--- config.mk ---
export PLATFORM = sky130hd
export DESIGN_NAME = timer16_control_status
export DESIGN_NICKNAME = d
export VERILOG_FILES = /design/src/hw/timer16_control_status.v
export VERILOG_INCLUDE_DIRS = /design/src /design/src/include
export SDC_FILE = /design/constraint.sdc
export NUM_CORES = 1
export LEC_CHECK = 0
export BUFFER_PORTS_ARGS = -buffer_cell sky130_fd_sc_hd__buf_4
export CAP_MARGIN = 20
export CORE_MARGIN = 5
export CORE_UTILIZATION = 65
export CTS_CLUSTER_DIAMETER = 40
export CTS_CLUSTER_SIZE = 24
export DETAILED_ROUTE_END_ITERATION = 12
export PLACE_DENSITY_LB_ADDON = 0.2
export SYNTH_ARGS = -nofsm -noshare
export SYNTH_HDL_FRONTEND = slang
export SYNTH_SLANG_ARGS = --single-unit
--- constraint.sdc ---
create_clock -name i_mclk -period 4.8 [get_ports i_mclk]
set_input_delay 0.96 -clock i_mclk [delete_from_list [all_inputs] [get_ports i_mclk]]
set_output_delay 0.96 -clock i_mclk [all_outputs]
set_load 0.01 [all_outputs]
--- src/include/timer16_regs.vh ---
// Contract
// - Capture flags with capture enable raise interrupt
// - Compare flags with compare enable raise interrupt
// - Wrap flag with overflow enable raises interrupt
// - Force bit copies level; sticky until reset
// - Compare match copies level to pin
// - Capture one on selected pin edge
// - Pin enable hands pin to compare
// - Single pulse mode triggered by capture one
// - PWM: compare one pulse, two period
// - Clock field: div4, div2, div8, external
// - Capture two on selected pin edge
// - External clock counts on selected edge
// - Capture flag one: set, two-step clear
// - Compare flag one: set, two-step clear
// - Wrap flag set on FFFF to 0000
// - Wrap flag cleared via counter low only
// - Capture flag two: set, two-step clear
// - Compare flag two: set, two-step clear
// - Status byte: five upper flags, rest zero
// - Second control register resets to zero
// - Pulse trigger reloads FFFC, outputs level two
// - PWM period end reloads FFFC, no interrupt
// - High compare write inhibits until low write
`ifndef TIMER16_REGS_VH
`define TIMER16_REGS_VH
`define ADR_CTRL1     4'h0
`define ADR_CTRL2     4'h1
`define ADR_FLAGS     4'h2
`define ADR_CAP1_HI   4'h3
`define ADR_CAP1_LO   4'h4
`define ADR_CMP1_HI   4'h5
`define ADR_CMP1_LO   4'h6
`define ADR_CNT_HI    4'h7
`define ADR_CNT_LO    4'h8
`define ADR_ALT_HI    4'h9
`define ADR_ALT_LO    4'hA
`define ADR_CAP2_HI   4'hB
`define ADR_CAP2_LO   4'hC
`define ADR_CMP2_HI   4'hD
`define ADR_CMP2_LO   4'hE
`define C1_CAP_IRQ    7
`define C1_CMP_IRQ    6
`define C1_OVF_IRQ    5
`define C1_FORCE2     4
`define C1_FORCE1     3
`define C1_LVL2       2
`define C1_EDGE1      1
`define C1_LVL1       0
`define C2_PIN1_EN    7
`define C2_PIN2_EN    6
`define C2_ONE_PULSE  5
`define C2_PWM        4
`define C2_CLK_HI     3
`define C2_CLK_LO     2
`define C2_EDGE2      1
`define C2_EXT_EDGE   0
`define CLK_DIV4      2'h0
`define CLK_DIV2      2'h1
`define CLK_DIV8      2'h2
`define CLK_EXT       2'h3
`define CTRL1_RST     8'h00
`define CTRL2_RST     8'h00
`define DATA_RST      16'h0000
`define CNT_RELOAD    16'hFFFC
`define CNT_MAX       16'hFFFF
`endif

--- src/hw/timer16_control_status.v ---
// The register addresses and the address-and-strobe port are this design's own decisions.
`timescale 1ns/1ns
`include "timer16_regs.vh"
module timer16_control_status (
   input  wire       i_mclk,
   input  wire       i_nrst,
   input  wire [3:0] i_addr,
   input  wire [7:0] i_wdata,
   input  wire       i_wr,
   input  wire       i_rd,
   output reg  [7:0] o_rdata,
   input  wire       i_capture_in_pin_ch1,
   input  wire       i_capture_in_pin_ch2,
   input  wire       i_ext_count_clock_pin,
   output reg        o_compare_out_pin_ch1,
   output reg        o_compare_out_oe_ch1,
   output reg        o_compare_out_pin_ch2,
   output reg        o_compare_out_oe_ch2,
   output reg        o_timer_irq
);

   // Selected-edge detector on a synchronised level
   function edge_hit;
      input prev;
      input cur;
      input rise;
      begin
         edge_hit = rise ? (cur & ~prev) : (prev & ~cur);
      end
   endfunction

   reg  [7:0]  ctrl1_r;
   reg  [7:0]  ctrl2_r;
   reg  [4:0]  flag_r;
   reg  [4:0]  arm_r;
   reg  [15:0] cnt_r;
   reg  [15:0] cap1_r;
   reg  [15:0] cap2_r;
   reg  [15:0] cmp1_r;
   reg  [15:0] cmp2_r;
   reg  [1:0]  cmp_inh_r;
   reg  [1:0]  cap_inh_r;
   reg  [2:0]  pre_r;
   reg  [2:0]  sync1_r;
   reg  [2:0]  sync2_r;
   reg  [2:0]  prev_r;

   wire        acc = i_wr | i_rd;
   wire        one_pulse = ctrl2_r[`C2_ONE_PULSE];
   wire        pwm = ctrl2_r[`C2_PWM];
   wire [1:0]  clk_sel = ctrl2_r[`C2_CLK_HI:`C2_CLK_LO];

   // Three pins through two-flop synchronisers
   always @(posedge i_mclk or negedge i_nrst)
   begin
      if (!i_nrst)
      begin
         sync1_r <= 3'h0;
         sync2_r <= 3'h0;
         prev_r  <= 3'h0;
      end
      else
      begin
         sync1_r <= {i_ext_count_clock_pin, i_capture_in_pin_ch2, i_capture_in_pin_ch1};
         sync2_r <= sync1_r;
         prev_r  <= sync2_r;
      end
   end

   wire cap1_evt = edge_hit(prev_r[0], sync2_r[0], ctrl1_r[`C1_EDGE1]);
   wire cap2_evt = edge_hit(prev_r[1], sync2_r[1], ctrl2_r[`C2_EDGE2]);
   wire ext_evt  = edge_hit(prev_r[2], sync2_r[2], ctrl2_r[`C2_EXT_EDGE]);

   // Timer clock tick selection
   reg tick;
   always @*
   begin
      case (clk_sel)
         `CLK_DIV4: tick = (pre_r[1:0] == 2'h3);
         `CLK_DIV2: tick = pre_r[0];
         `CLK_DIV8: tick = (pre_r == 3'h7);
         `CLK_EXT:  tick = ext_evt;
         default:   tick = 1'b0;
      endcase
   end

   always @(posedge i_mclk or negedge i_nrst)
   begin
      if (!i_nrst)
         pre_r <= 3'h0;
      else
         pre_r <= pre_r + 3'h1;
   end

   // Compare evaluated once per timer clock
   wire cmp1_hit = tick & (cnt_r == cmp1_r) & ~cmp_inh_r[0];
   wire cmp2_hit = tick & (cnt_r == cmp2_r) & ~cmp_inh_r[1];

   // Counter reload by pulse trigger or period end
   wire trig1  = one_pulse & cap1_evt;
   wire reload = trig1 | (pwm & cmp2_hit);
   wire wrap   = tick & ~reload & (cnt_r == `CNT_MAX);

   always @(posedge i_mclk or negedge i_nrst)
   begin
      if (!i_nrst)
         cnt_r <= `CNT_RELOAD;
      else if (reload)
         cnt_r <= `CNT_RELOAD;
      else if (tick)
         cnt_r <= cnt_r + 16'h0001;
   end

   // Bus decode
   wire wr_c1   = i_wr & (i_addr == `ADR_CTRL1);
   wire wr_c2   = i_wr & (i_addr == `ADR_CTRL2);
   wire st_acc  = acc & (i_addr == `ADR_FLAGS);
   wire wr_m1hi = i_wr & (i_addr == `ADR_CMP1_HI);
   wire wr_m1lo = i_wr & (i_addr == `ADR_CMP1_LO);
   wire wr_m2hi = i_wr & (i_addr == `ADR_CMP2_HI);
   wire wr_m2lo = i_wr & (i_addr == `ADR_CMP2_LO);
   wire rd_p1hi = i_rd & (i_addr == `ADR_CAP1_HI);
   wire rd_p1lo = i_rd & (i_addr == `ADR_CAP1_LO);
   wire rd_p2hi = i_rd & (i_addr == `ADR_CAP2_HI);
   wire rd_p2lo = i_rd & (i_addr == `ADR_CAP2_LO);

   // Low-byte accesses in flag order: cap1, cmp1, wrap, cap2, cmp2
   wire [4:0] lo_acc = {acc & (i_addr == `ADR_CAP1_LO),
                        acc & (i_addr == `ADR_CMP1_LO),
                        acc & (i_addr == `ADR_CNT_LO),
                        acc & (i_addr == `ADR_CAP2_LO),
                        acc & (i_addr == `ADR_CMP2_LO)};

   // Single pulse masks capture and compare one flags; PWM masks both compare flags
   wire [4:0] flag_set = {cap1_evt & ~one_pulse,
                          cmp1_hit & ~one_pulse & ~pwm,
                          wrap,
                          cap2_evt,
                          cmp2_hit & ~pwm};

   // Set wins over clear; clear needs an armed status access first
   wire [4:0] flag_nxt = flag_set | (flag_r & ~(arm_r & lo_acc));
   wire [4:0] arm_nxt  = st_acc ? ((arm_r & ~lo_acc) | flag_r) : (arm_r & ~lo_acc);

   always @(posedge i_mclk or negedge i_nrst)
   begin
      if (!i_nrst)
      begin
         flag_r <= 5'h00;
         arm_r  <= 5'h00;
      end
      else
      begin
         flag_r <= flag_nxt;
         arm_r  <= arm_nxt & flag_nxt;
      end
   end

   // Interrupt from enabled flag groups
   always @(posedge i_mclk or negedge i_nrst)
   begin
      if (!i_nrst)
         o_timer_irq <= 1'b0;
      else
         o_timer_irq <= (ctrl1_r[`C1_CAP_IRQ] & (flag_nxt[4] | flag_nxt[1]))
                      | (ctrl1_r[`C1_CMP_IRQ] & (flag_nxt[3] | flag_nxt[0]))
                      | (ctrl1_r[`C1_OVF_IRQ] & flag_nxt[2]);
   end

   // Control registers; force bits only ever set
   always @(posedge i_mclk or negedge i_nrst)
   begin
      if (!i_nrst)
      begin
         ctrl1_r <= `CTRL1_RST;
         ctrl2_r <= `CTRL2_RST;
      end
      else
      begin
         if (wr_c1)
         begin
            ctrl1_r <= i_wdata | (ctrl1_r & 8'h18);
         end
         if (wr_c2)
         begin
            ctrl2_r <= i_wdata;
         end
      end
   end

   // Compare registers and high-byte inhibit
   always @(posedge i_mclk or negedge i_nrst)
   begin
      if (!i_nrst)
      begin
         cmp1_r    <= `DATA_RST;
         cmp2_r    <= `DATA_RST;
         cmp_inh_r <= 2'h0;
      end
      else
      begin
         if (wr_m1hi)
         begin
            cmp1_r[15:8] <= i_wdata;
            cmp_inh_r[0] <= 1'b1;
         end
         if (wr_m1lo)
         begin
            cmp1_r[7:0]  <= i_wdata;
            cmp_inh_r[0] <= 1'b0;
         end
         if (wr_m2hi)
         begin
            cmp2_r[15:8] <= i_wdata;
            cmp_inh_r[1] <= 1'b1;
         end
         if (wr_m2lo)
         begin
            cmp2_r[7:0]  <= i_wdata;
            cmp_inh_r[1] <= 1'b0;
         end
      end
   end

   // Capture registers; high read holds them until low read
   always @(posedge i_mclk or negedge i_nrst)
   begin
      if (!i_nrst)
      begin
         cap1_r    <= `DATA_RST;
         cap2_r    <= `DATA_RST;
         cap_inh_r <= 2'h0;
      end
      else
      begin
         if (cap1_evt & ~cap_inh_r[0])
            cap1_r <= cnt_r;
         if (cap2_evt & ~cap_inh_r[1])
            cap2_r <= cnt_r;
         if (rd_p1hi)
            cap_inh_r[0] <= 1'b1;
         else if (rd_p1lo)
            cap_inh_r[0] <= 1'b0;
         if (rd_p2hi)
            cap_inh_r[1] <= 1'b1;
         else if (rd_p2lo)
            cap_inh_r[1] <= 1'b0;
      end
   end

   // Output level latches; forced write takes the newly written level
   always @(posedge i_mclk or negedge i_nrst)
   begin
      if (!i_nrst)
      begin
         o_compare_out_pin_ch1 <= 1'b0;
         o_compare_out_pin_ch2 <= 1'b0;
      end
      else
      begin
         if (wr_c1 & i_wdata[`C1_FORCE1])
            o_compare_out_pin_ch1 <= i_wdata[`C1_LVL1];
         else if (reload & (one_pulse | pwm))
            o_compare_out_pin_ch1 <= ctrl1_r[`C1_LVL2];
         else if (cmp1_hit)
            o_compare_out_pin_ch1 <= ctrl1_r[`C1_LVL1];
         if (wr_c1 & i_wdata[`C1_FORCE2])
            o_compare_out_pin_ch2 <= i_wdata[`C1_LVL2];
         else if (cmp2_hit)
            o_compare_out_pin_ch2 <= ctrl1_r[`C1_LVL2];
      end
   end

   // Pin ownership follows the enable bits
   always @(posedge i_mclk or negedge i_nrst)
   begin
      if (!i_nrst)
      begin
         o_compare_out_oe_ch1 <= 1'b0;
         o_compare_out_oe_ch2 <= 1'b0;
      end
      else
      begin
         o_compare_out_oe_ch1 <= wr_c2 ? i_wdata[`C2_PIN1_EN] : ctrl2_r[`C2_PIN1_EN];
         o_compare_out_oe_ch2 <= wr_c2 ? i_wdata[`C2_PIN2_EN] : ctrl2_r[`C2_PIN2_EN];
      end
   end

   // Read mux; data valid only in the cycle after the strobe
   reg [7:0] rd_mux;
   always @*
   begin
      case (i_addr)
         `ADR_CTRL1:   rd_mux = ctrl1_r;
         `ADR_CTRL2:   rd_mux = ctrl2_r;
         `ADR_FLAGS:   rd_mux = {flag_r, 3'h0};
         `ADR_CAP1_HI: rd_mux = cap1_r[15:8];
         `ADR_CAP1_LO: rd_mux = cap1_r[7:0];
         `ADR_CMP1_HI: rd_mux = cmp1_r[15:8];
         `ADR_CMP1_LO: rd_mux = cmp1_r[7:0];
         `ADR_CNT_HI:  rd_mux = cnt_r[15:8];
         `ADR_CNT_LO:  rd_mux = cnt_r[7:0];
         `ADR_ALT_HI:  rd_mux = cnt_r[15:8];
         `ADR_ALT_LO:  rd_mux = cnt_r[7:0];
         `ADR_CAP2_HI: rd_mux = cap2_r[15:8];
         `ADR_CAP2_LO: rd_mux = cap2_r[7:0];
         `ADR_CMP2_HI: rd_mux = cmp2_r[15:8];
         `ADR_CMP2_LO: rd_mux = cmp2_r[7:0];
         default:      rd_mux = 8'h00;
      endcase
   end

   always @(posedge i_mclk or negedge i_nrst)
   begin
      if (!i_nrst)
         o_rdata <= 8'h00;
      else if (i_rd)
         o_rdata <= rd_mux;
      else
         o_rdata <= 8'h00;
   end

endmodule

==> parameters.txt, run 1 <==
Parameter                              Value

Routing
  Via/cell ratio    6.68
  Detail-routed net length per standard cell    25.1 um
  Detailed-routing iteration count for the pre-antenna-repair pass    5
  Number of nets with antenna violations after routing    0
  DRC viols    0
  First-iteration detailed-routing DRC count    642
  Overall routed net length    19.5 mm
  Via total after detailed routing    5186

Synthesis
  Multiplexer area fraction after synthesis    15.7%
  Share of the yosys chip area belonging to registers    50.0%
  Count of state elements after synthesis    135
  Fraction of registers with async set or reset after synthesis    100%
  Area share of xor/xnor cells in the synthesized design    5.67%
  Count of different cell masters after synthesis    61
  Number of cells produced by synthesis    612
  Synthesized area    6790 um2
  Avg Cell Area, Syn    11.1 um2
  Area fraction in and, or, nand and nor cells after synthesis    13.4%
  Combinational family with the most area after synthesis    multiplexers
  Compound-cell area share of the yosys netlist    10.7%
  Number of warning messages in the yosys log    0
  Number of enable flip-flop cells after synthesis    0
  Primary flip-flop cell chosen by synthesis mapping    sky130_fd_sc_hd__dfrtp_1
  Net count after synthesis    634
  Synth Area in Adders    0.552%

Clocking
  H-Tree Depth    4
  Root Buffer Master    sky130_fd_sc_hd__clkbuf_8
  Max Buffers Root-to-Sink    2
  Clock latency on the worst-skew pair    560 ps
  Number of buffers inserted by post-CTS setup repair    0
  Clock-pin slew on the worst setup and hold paths    60 ps
  Hold-fix buffers, CTS    0
  Post_cts resized    0
  Num Clock Sinks    135
  TritonCTS clock tree    built
  Clock buffers created by TritonCTS    17

Final layout
  Antenna diode instance count    0
  Ratio of cells with drive above 1 in the final layout    28.4%
  Layout overhead on the synthesized area    11.5%
  Most common cell after layout, fill and taps aside    sky130_fd_sc_hd__dfrtp_1
  Fillcell total    738
  Number of nets in the finished design    650
  Leading cell types in the layout, fill and taps excluded    121 x sky130_fd_sc_hd__dfrtp_1, 84 x sky130_fd_sc_hd__mux2_2, 59 x sky130_fd_sc_hd__nand2_1

Status
  Status    finished clean

Timing
  Setup total negative slack    0 ps
  Post-route fraction of the period consumed by the critical path    60.1%
  Max Clk Rate    347 MHz
  Actual transition at the worst max-transition pin    857 ps
  Tightest slew margin relative to the limit    42.9%
  Hold Fails Final Rpt    0
  # setup viols final    0
  Worst Clk Skew    8.98 ps
  Unrepaired setup endpoints after global routing    no
  Final Critical Period    2880 ps
  Fin. max-slew vios    0

Critical path
  R2R Setup Slk    1920 ps
  Critical Path Fanout Max    8
  Setup CP Type    reg -> reg
  Reg2Reg Launch Point    cnt_r[9]
  Worst Path Arrival    3330 ps
  Destination of the worst register-to-register timing path    arm_r[2]
  Startpoint types    flip-flop
  Category of the worst setup path capture point    flip-flop
  Required time of the critical path    5240 ps
  Cell depth of the worst flop-to-flop path    6

Pwr
  Combinational cell fraction of total power    23.0%
  Worst supply voltage drop on vdd    397 uV
  Power Total    4.17 mW
  Portion of total power attributed to the clock network    30.3%
  Leakage power figure    3.09 nW
  Power density normalized to cell area    551 nW/um2
  Relative contribution of sequential cells to total power    46.8%
  Sw frac    34.9%
  Net switching component of the power    1.46 mW
  Internal Dissipation    2.72 mW

Floorplan
  Die Footprint    12600 um2
  Die height    112 um
  Placement row count    37
  Count of boundary I/O pins    32
  Starting density of the core    66.1%
  Core area    10300 um2
  Die span in x    112 um

GRT
  Number of global-route vias before repair    5221
  Antenna violations before repair    0
  Global-route wire length before repair    31.0 mm
  Gr ovfl total    0
  GRT Overall Usage    32.9%
  Maximum number of pins on one net before global-route repair    100

Placement
  Total of buffers placed on input and output ports    31
  GPL Wtd Cong    0.914
  DP Wirelength    13.4 mm

Worst hold path
  Terminating pin of the worst hold path    sync2_r[0]
  Kind of path behind the tightest hold check    reg -> reg
  Start point of the worst min-delay path    sync1_r[0]
  Worst hold path stage count    0

Job
  Reported max-cap violation count    0
-- sequential cells by signal, summed over array words and instances (netlist names) --
name and count:
cmp2_r 16, o_compare_out_pin_ch1 1, o_timer_irq 1, cnt_r 16, o_compare_out_pin_ch2 1, o_compare_out_oe_ch2 1, cap2_r 16, arm_r 5
cap_inh_r 2, cap1_r 16, o_rdata 8, sync2_r 3, o_compare_out_oe_ch1 1, sync1_r 3, ctrl2_r 8, cmp_inh_r 2
pre_r 3, prev_r 3, ctrl1_r 8, flag_r 5, cmp1_r 16
-- metrics by stage --
step           utilization, %  worst slack (ps)  hold WS, ps  cell area [um2]  instances
2_1_floorplan               -              2270          331             6790        612
3_3_place_gp             68.0              1740          334             6990        743
3_5_place_dp             68.1              1620          336             7000        744
4_1_cts                  73.6              1990          350             7560        775
5_1_grt                  73.7              1880          369             7580        776
6_report                 73.7              1920          349             7580        776
-- worst max-delay path, stage by stage (launching register included) --
cell                        delay, ps
sky130_fd_sc_hd__dfstp_2          710
sky130_fd_sc_hd__nand3_1          270
sky130_fd_sc_hd__nor3_1           280
sky130_fd_sc_hd__nand3_1          320
sky130_fd_sc_hd__a2111oi_2        800
sky130_fd_sc_hd__nor2_1           120
sky130_fd_sc_hd__o31ai_1          270
-- layout make-up --
| cell class | count | area [um2] | area share, % |
|---|---|---|---|
| timing repair buffer | 35 | 274 | 3.62 |
| tap | 136 | 170 | 2.25 |
| inverter | 12 | 45.0 | 0.594 |
| sequential | 135 | 3400 | 44.8 |
| multi-input combinational | 427 | 3130 | 41.3 |
| clock inverter | 13 | 146 | 1.93 |
| clock buffer | 18 | 418 | 5.51 |
-- metal layers --
metal | share of wire (%) | global-route usage [%] | wire [um] | vias up
met3 | 8.9 | 7.44 | 1730 | 72
met5 | 0 | 0 | 0 | -
met1 | 42 | 47.2 | 8240 | 2568
met4 | 4.4 | 15.1 | 847 | 0
met2 | 44 | 48.2 | 8640 | 311
li1 | - | - | - | 2235
-- cells by family after synthesis --
kind of cell	count (synthesis)
flip-flops	135
buffers and inverters	50
AO/OA/AOI/OAI	108
AND/OR/NAND/NOR	177
adder cells (fa/ha/maj)	3
XOR/XNOR	44
multiplexers	95
-- power groups by stage --
stage                     Sequential (mW)  Clock (mW)  Combinational [mW]
final                                1.95        1.26               0.958
after global routing                 1.98        1.34                1.05
after CTS                            1.93        1.27               0.950
after detailed placement             1.94           0               0.935
after global placement               1.93           0               0.898
after floorplan                      1.66           0               0.855
-- Yosys cell counts, types with 4 or more instances --
| library cell | instances | share of area [%] |
|---|---|---|
| sky130_fd_sc_hd__mux2i_1 | 10 | 1.5 |
| sky130_fd_sc_hd__xnor2_1 | 16 | 2.1 |
| sky130_fd_sc_hd__nand4_1 | 5 | 0.46 |
| sky130_fd_sc_hd__a32o_1 | 4 | 0.59 |
| sky130_fd_sc_hd__a221oi_1 | 9 | 1.2 |
| sky130_fd_sc_hd__nand2b_1 | 7 | 0.64 |
| sky130_fd_sc_hd__a31oi_1 | 11 | 1.0 |
| sky130_fd_sc_hd__nor3_1 | 7 | 0.52 |
| sky130_fd_sc_hd__a21oi_1 | 22 | 1.6 |
| sky130_fd_sc_hd__inv_1 | 12 | 0.66 |
| sky130_fd_sc_hd__nor2b_1 | 7 | 0.64 |
| sky130_fd_sc_hd__nor4_1 | 10 | 0.92 |
| sky130_fd_sc_hd__buf_2 | 18 | 1.3 |
| sky130_fd_sc_hd__nor2_1 | 28 | 1.5 |
| sky130_fd_sc_hd__clkbuf_8 | 4 | 0.81 |
| sky130_fd_sc_hd__nor3_2 | 4 | 0.59 |
| sky130_fd_sc_hd__dfrtp_1 | 121 | 45 |
| sky130_fd_sc_hd__o21ai_0 | 21 | 1.5 |
| sky130_fd_sc_hd__clkbuf_1 | 8 | 0.44 |
| sky130_fd_sc_hd__xor2_1 | 28 | 3.6 |
| sky130_fd_sc_hd__dfstp_2 | 14 | 5.4 |
| sky130_fd_sc_hd__nand2_1 | 59 | 3.3 |
| sky130_fd_sc_hd__o22ai_1 | 5 | 0.46 |
| sky130_fd_sc_hd__a22oi_1 | 13 | 1.4 |
| sky130_fd_sc_hd__nand3_1 | 21 | 1.5 |
| sky130_fd_sc_hd__buf_1 | 4 | 0.22 |
| sky130_fd_sc_hd__mux2_2 | 84 | 14 |
| sky130_fd_sc_hd__and3_1 | 4 | 0.37 |
-- worst max path at each step --
stage / start / to / slack, ps / depth (start not counted)
2_1_floorplan: i_addr[0] / ctrl2_r[6] / 2270 / 6
3_3_place_gp: i_addr[1] / cmp1_r[3] / 1740 / 5
3_5_place_dp: i_addr[1] / cmp2_r[0] / 1620 / 5
4_1_cts: cnt_r[9] / arm_r[2] / 1990 / 6
5_1_grt: cnt_r[9] / arm_r[2] / 1880 / 6
6_report: cnt_r[9] / arm_r[2] / 1920 / 6
Power figures use the tool's default switching activity.
==> run 2, diff against run 1 <==
Settings changed: CORE_UTILIZATION 65 to 62.
Clock period 4.8 ns to 2.95 ns, I/O delays scaled along.
==> parameters.txt, run 2 (same netlist as run 1, synthesis figures left out) <==
Parameter                              Value

Clocking
  TritonCTS clock tree    built
  Num Clock Sinks    135
  Clock latency on the worst-skew pair    540 ps
  Clock buffers created by TritonCTS    17
  Max Buffers Root-to-Sink    2
  H-Tree Depth    4
  Root Buffer Master    sky130_fd_sc_hd__clkbuf_8
  Number of buffers inserted by post-CTS setup repair    0
  Post_cts resized    0
  Clock-pin slew on the worst setup and hold paths    60 ps
  Hold-fix buffers, CTS    0

Placement
  Dpl cell area    7110 um2
  GPL Wtd Cong    0.981
  Pre-CTS setup slack    423 ps
  DP Wirelength    14.0 mm
  Total of buffers placed on input and output ports    31
  Placed cell count    761

Timing
  Unrepaired setup endpoints after global routing    no
  Worst Slack Setup Final    386 ps
  Hold Fails Final Rpt    0
  Actual transition at the worst max-transition pin    728 ps
  Hold Worst Slack    29.6 ps
  Final Critical Period    2560 ps
  Post-route fraction of the period consumed by the critical path    86.9%
  Worst Clk Skew    8.02 ps
  Setup total negative slack    0 ps
  Fin. max-slew vios    0
  Tightest slew margin relative to the limit    51.4%
  # setup viols final    0
  Max Clk Rate    390 MHz

Critical path
  Critical Path Fanout Max    8
  Destination of the worst register-to-register timing path    arm_r[2]
  Reg2Reg Launch Point    cnt_r[8]
  Startpoint types    flip-flop
  Worst Path Arrival    3000 ps
  R2R Setup Slk    390 ps
  Setup CP Type    reg -> reg
  Required time of the critical path    3380 ps
  Cell depth of the worst flop-to-flop path    7
  Setup crit start    cnt_r[8]
  Category of the worst setup path capture point    flip-flop
  Endpoint of the most critical setup path    arm_r[2]

Routing
  Detailed-routing iteration count for the pre-antenna-repair pass    5
  Via total after detailed routing    5225
  Number of nets with antenna violations after routing    0
  Via/cell ratio    6.60
  Detail-routed net length per standard cell    25.1 um
  First-iteration detailed-routing DRC count    740
  DRC viols    0
  Overall routed net length    19.9 mm

Floorplan
  Die Footprint    13200 um2
  Core area    10800 um2
  Starting density of the core    62.9%
  Count of boundary I/O pins    32
  Placement row count    38
  Die span in x    115 um
  Die height    115 um

Final layout
  Final core area utilization    71.3%
  Fillcell total    797
  Most common cell after layout, fill and taps aside    sky130_fd_sc_hd__dfrtp_1
  Layout overhead on the synthesized area    13.3%
  Number of nets in the finished design    662
  Ratio of cells with drive above 1 in the final layout    29.9%
  Antenna diode instance count    0
  Post-route cell area    7700 um2
  Filler-free cell count of the finished design    792
  Leading cell types in the layout, fill and taps excluded    121 x sky130_fd_sc_hd__dfrtp_1, 84 x sky130_fd_sc_hd__mux2_2, 59 x sky130_fd_sc_hd__nand2_1

GRT
  Number of global-route vias before repair    5147
  Antenna violations before repair    0
  GRT Overall Usage    32.2%
  Global-route wire length before repair    30.9 mm
  Gr ovfl total    0
  Maximum number of pins on one net before global-route repair    67

Pwr
  Power Total    6.86 mW
  Power density normalized to cell area    892 nW/um2
  Worst supply voltage drop on vdd    668 uV
  Leakage power figure    3.16 nW

Worst hold path
  Kind of path behind the tightest hold check    in -> async

Job
  Reported max-cap violation count    0

Status
  Status    finished clean
[run 2: cell types whose count changed in the layout (fill, tap and decap cells not counted), sizes merged]
cell      before  now
inv           16   15
buf           35   47
clkbuf        18   19
clkinv         5    6
clkinvlp       2    1
[run 2: cell type report]
type                            count  area, um2  area share [%]
Sequential cell                   135       3400            44.1
Multi-Input combinational cell    427       3130            40.6
Tap cell                          140        175            2.28
Timing Repair Buffer               47        369            4.79
Clock buffer                       19        442            5.74
Clock inverter                     12        143            1.85
Inverter                           12       45.0           0.585
[run 2: worst min-delay path by stage]
stage	to	slack (ps)	cells past startpoint
floorplan	arm_r[0]	290	0
finish	cap2_r[15]	30	1
global placement	sync2_r[0]	330	0
CTS	cap2_r[15]	40	1
detailed placement	sync2_r[2]	340	0
global route	cap2_r[4]	80	1
[run 2: critical path: stages, from the launching register on]
cell	delay [ps]
sky130_fd_sc_hd__dfstp_2	700
sky130_fd_sc_hd__nand3_1	290
sky130_fd_sc_hd__nor3_1	260
sky130_fd_sc_hd__nand3_1	280
sky130_fd_sc_hd__a2111oi_2	420
sky130_fd_sc_hd__buf_4	210
sky130_fd_sc_hd__nor2_1	50
sky130_fd_sc_hd__o31ai_1	250
[run 2: routing by layer]
layer | vias up | global-route usage [%] | part of all wire (%)
li1 | 2261 | - | -
met1 | 2634 | 45.8 | 42
met3 | 51 | 6.50 | 8.9
met2 | 279 | 48.1 | 45
met4 | 0 | 13.6 | 3.8
met5 | - | 0 | 0
[run 2: report_power, final]
part	internal [mW]	switching, mW
sequential	2.43	0.727
clock	1.26	0.844
combinational	0.805	0.807
total	4.49	2.38
==> run 3, diff against run 2 <==
Settings changed: BUFFER_PORTS_ARGS -buffer_cell sky130_fd_sc_hd__buf_4 to -buffer_cell sky130_fd_sc_hd__buf_2, PLACE_DENSITY set to 0.82, PLACE_DENSITY_LB_ADDON 0.2 to not set.
==> parameters.txt, run 3 (same netlist as run 1, synthesis figures left out) <==
Parameter                              Value

Status
  Status    complete, but fails checks
  Violated checks    negative hold slack

GRT
  Number of global-route vias before repair    5142
  Antenna violations before repair    0
  Global-route wire length before repair    30.7 mm
  Maximum number of pins on one net before global-route repair    82
  GRT Overall Usage    32.1%
  Gr ovfl total    0

Floorplan
  Core area    10800 um2
  Die span in x    115 um
  Starting density of the core    62.9%
  Count of boundary I/O pins    32
  Die height    115 um
  Die Footprint    13200 um2
  Placement row count    38

Final layout
  Number of nets in the finished design    664
  Most common cell after layout, fill and taps aside    sky130_fd_sc_hd__dfrtp_1
  Layout overhead on the synthesized area    12.4%
  Filler-free cell count of the finished design    793
  Leading cell types in the layout, fill and taps excluded    121 x sky130_fd_sc_hd__dfrtp_1, 84 x sky130_fd_sc_hd__mux2_2, 59 x sky130_fd_sc_hd__nand2_1
  Final core area utilization    70.8%
  Antenna diode instance count    0
  Ratio of cells with drive above 1 in the final layout    30.0%

Clocking
  Clock-pin slew on the worst setup and hold paths    60 ps
  H-Tree Depth    4
  Post_cts resized    0
  Hold-fix buffers, CTS    0
  Root Buffer Master    sky130_fd_sc_hd__clkbuf_8
  Clock buffers created by TritonCTS    17
  Max Buffers Root-to-Sink    2
  TritonCTS clock tree    built
  Number of buffers inserted by post-CTS setup repair    0
  Num Clock Sinks    135
  Clock latency on the worst-skew pair    550 ps

Timing
  Tightest slew margin relative to the limit    49.4%
  Setup total negative slack    0 ps
  Worst Clk Skew    6.98 ps
  Actual transition at the worst max-transition pin    757 ps
  Fin. max-slew vios    0
  Final Critical Period    2540 ps
  Hold Worst Slack    -4.74 ps
  Unrepaired setup endpoints after global routing    no
  Max Clk Rate    393 MHz
  Worst Slack Setup Final    408 ps
  # setup viols final    0
  Post-route fraction of the period consumed by the critical path    86.2%
  Hold Fails Final Rpt    3

Critical path
  Category of the worst setup path capture point    flip-flop
  Cell chain of the critical path    ha_1 -> ha_1 -> mux2i_1 -> o21ai_1 -> nand2_1 -> nor4_1 -> nand2b_1 -> o21ai_0
  Startpoint types    flip-flop
  Largest incremental delay on the critical path    600 ps
  Crit-path slowest cell    sky130_fd_sc_hd__nor4_1
  Setup CP Type    reg -> reg
  Critical Path Fanout Max    6
  Required time of the critical path    3410 ps
  Most numerous cell on the critical path    sky130_fd_sc_hd__ha_1
  Worst Path Arrival    3000 ps

Placement
  Total of buffers placed on input and output ports    31
  Pre-CTS setup slack    455 ps
  DP Wirelength    14.0 mm
  GPL Wtd Cong    0.969
  Placed cell count    763

Routing
  Overall routed net length    19.5 mm
  DRC viols    0
  Detailed-routing iteration count for the pre-antenna-repair pass    5
  Number of nets with antenna violations after routing    0
  First-iteration detailed-routing DRC count    771
  Via/cell ratio    6.59
  Detail-routed net length per standard cell    24.6 um
  Via total after detailed routing    5222

Pwr
  Power density normalized to cell area    893 nW/um2
  Worst supply voltage drop on vdd    656 uV
  Power Total    6.82 mW
  Leakage power figure    3.15 nW

Worst hold path
  Kind of path behind the tightest hold check    in -> async

Job
  Reported max-cap violation count    0
-- run 3: worst max-delay path: cells and delay by family (launching register included) --
kind,cells,cell delay [ps]
DFF,1,380
and+or+nand+nor,3,1090
adders and majority gates,2,370
AOI/OAI and AO/OA,2,540
muxes,1,90
-- run 3: layer usage --
layer  share of wire [%]  GRT usage, %  up-vias
met2                  45          46.8      286
met4                 3.4          13.5        0
met1                  43          45.3     2623
met3                 8.4          9.14       50
met5                   0             0        -
li1                    -             -     2263
-- run 3: final timing paths --
check / end / slack [ps] / start / cells after the start
setup / recovery: arm_r[0] / 410 / pre_r[0] / 8
hold / removal: cnt_r[0] / -5 / i_nrst / 1
setup reg to reg: arm_r[0] / 410 / pre_r[0] / 8
hold reg to reg: sync2_r[1] / 350 / sync1_r[1] / 0
max in group asynchronous: flag_r[1] / 2160 / i_nrst / 2
min in group i_mclk: sync1_r[0] / 150 / i_capture_in_pin_ch1 / 1
-- run 3: cell type report --
cell class | count | area, um2
fill | 781 | 3160
tap | 140 | 175
timing repair buffer | 49 | 309
clock inverter | 12 | 154
inverter | 12 | 45.0
multi-input combinational | 427 | 3130
clock buffer | 18 | 428
sequential | 135 | 3400
-- run 3: per-stage QoR --
stage	instance area, um2	hold slack [ps]
2_1_floorplan	6790	294
3_3_place_gp	7050	333
3_5_place_dp	7050	336
4_1_cts	7640	1.40
5_1_grt	7640	15.4
6_report	7640	-4.74
-- run 3: power breakdown --
group	internal, mW	total (mW)	switching (mW)
clock network	1.30	2.10	0.801
logic	0.783	1.58	0.800
registers	2.43	3.14	0.709
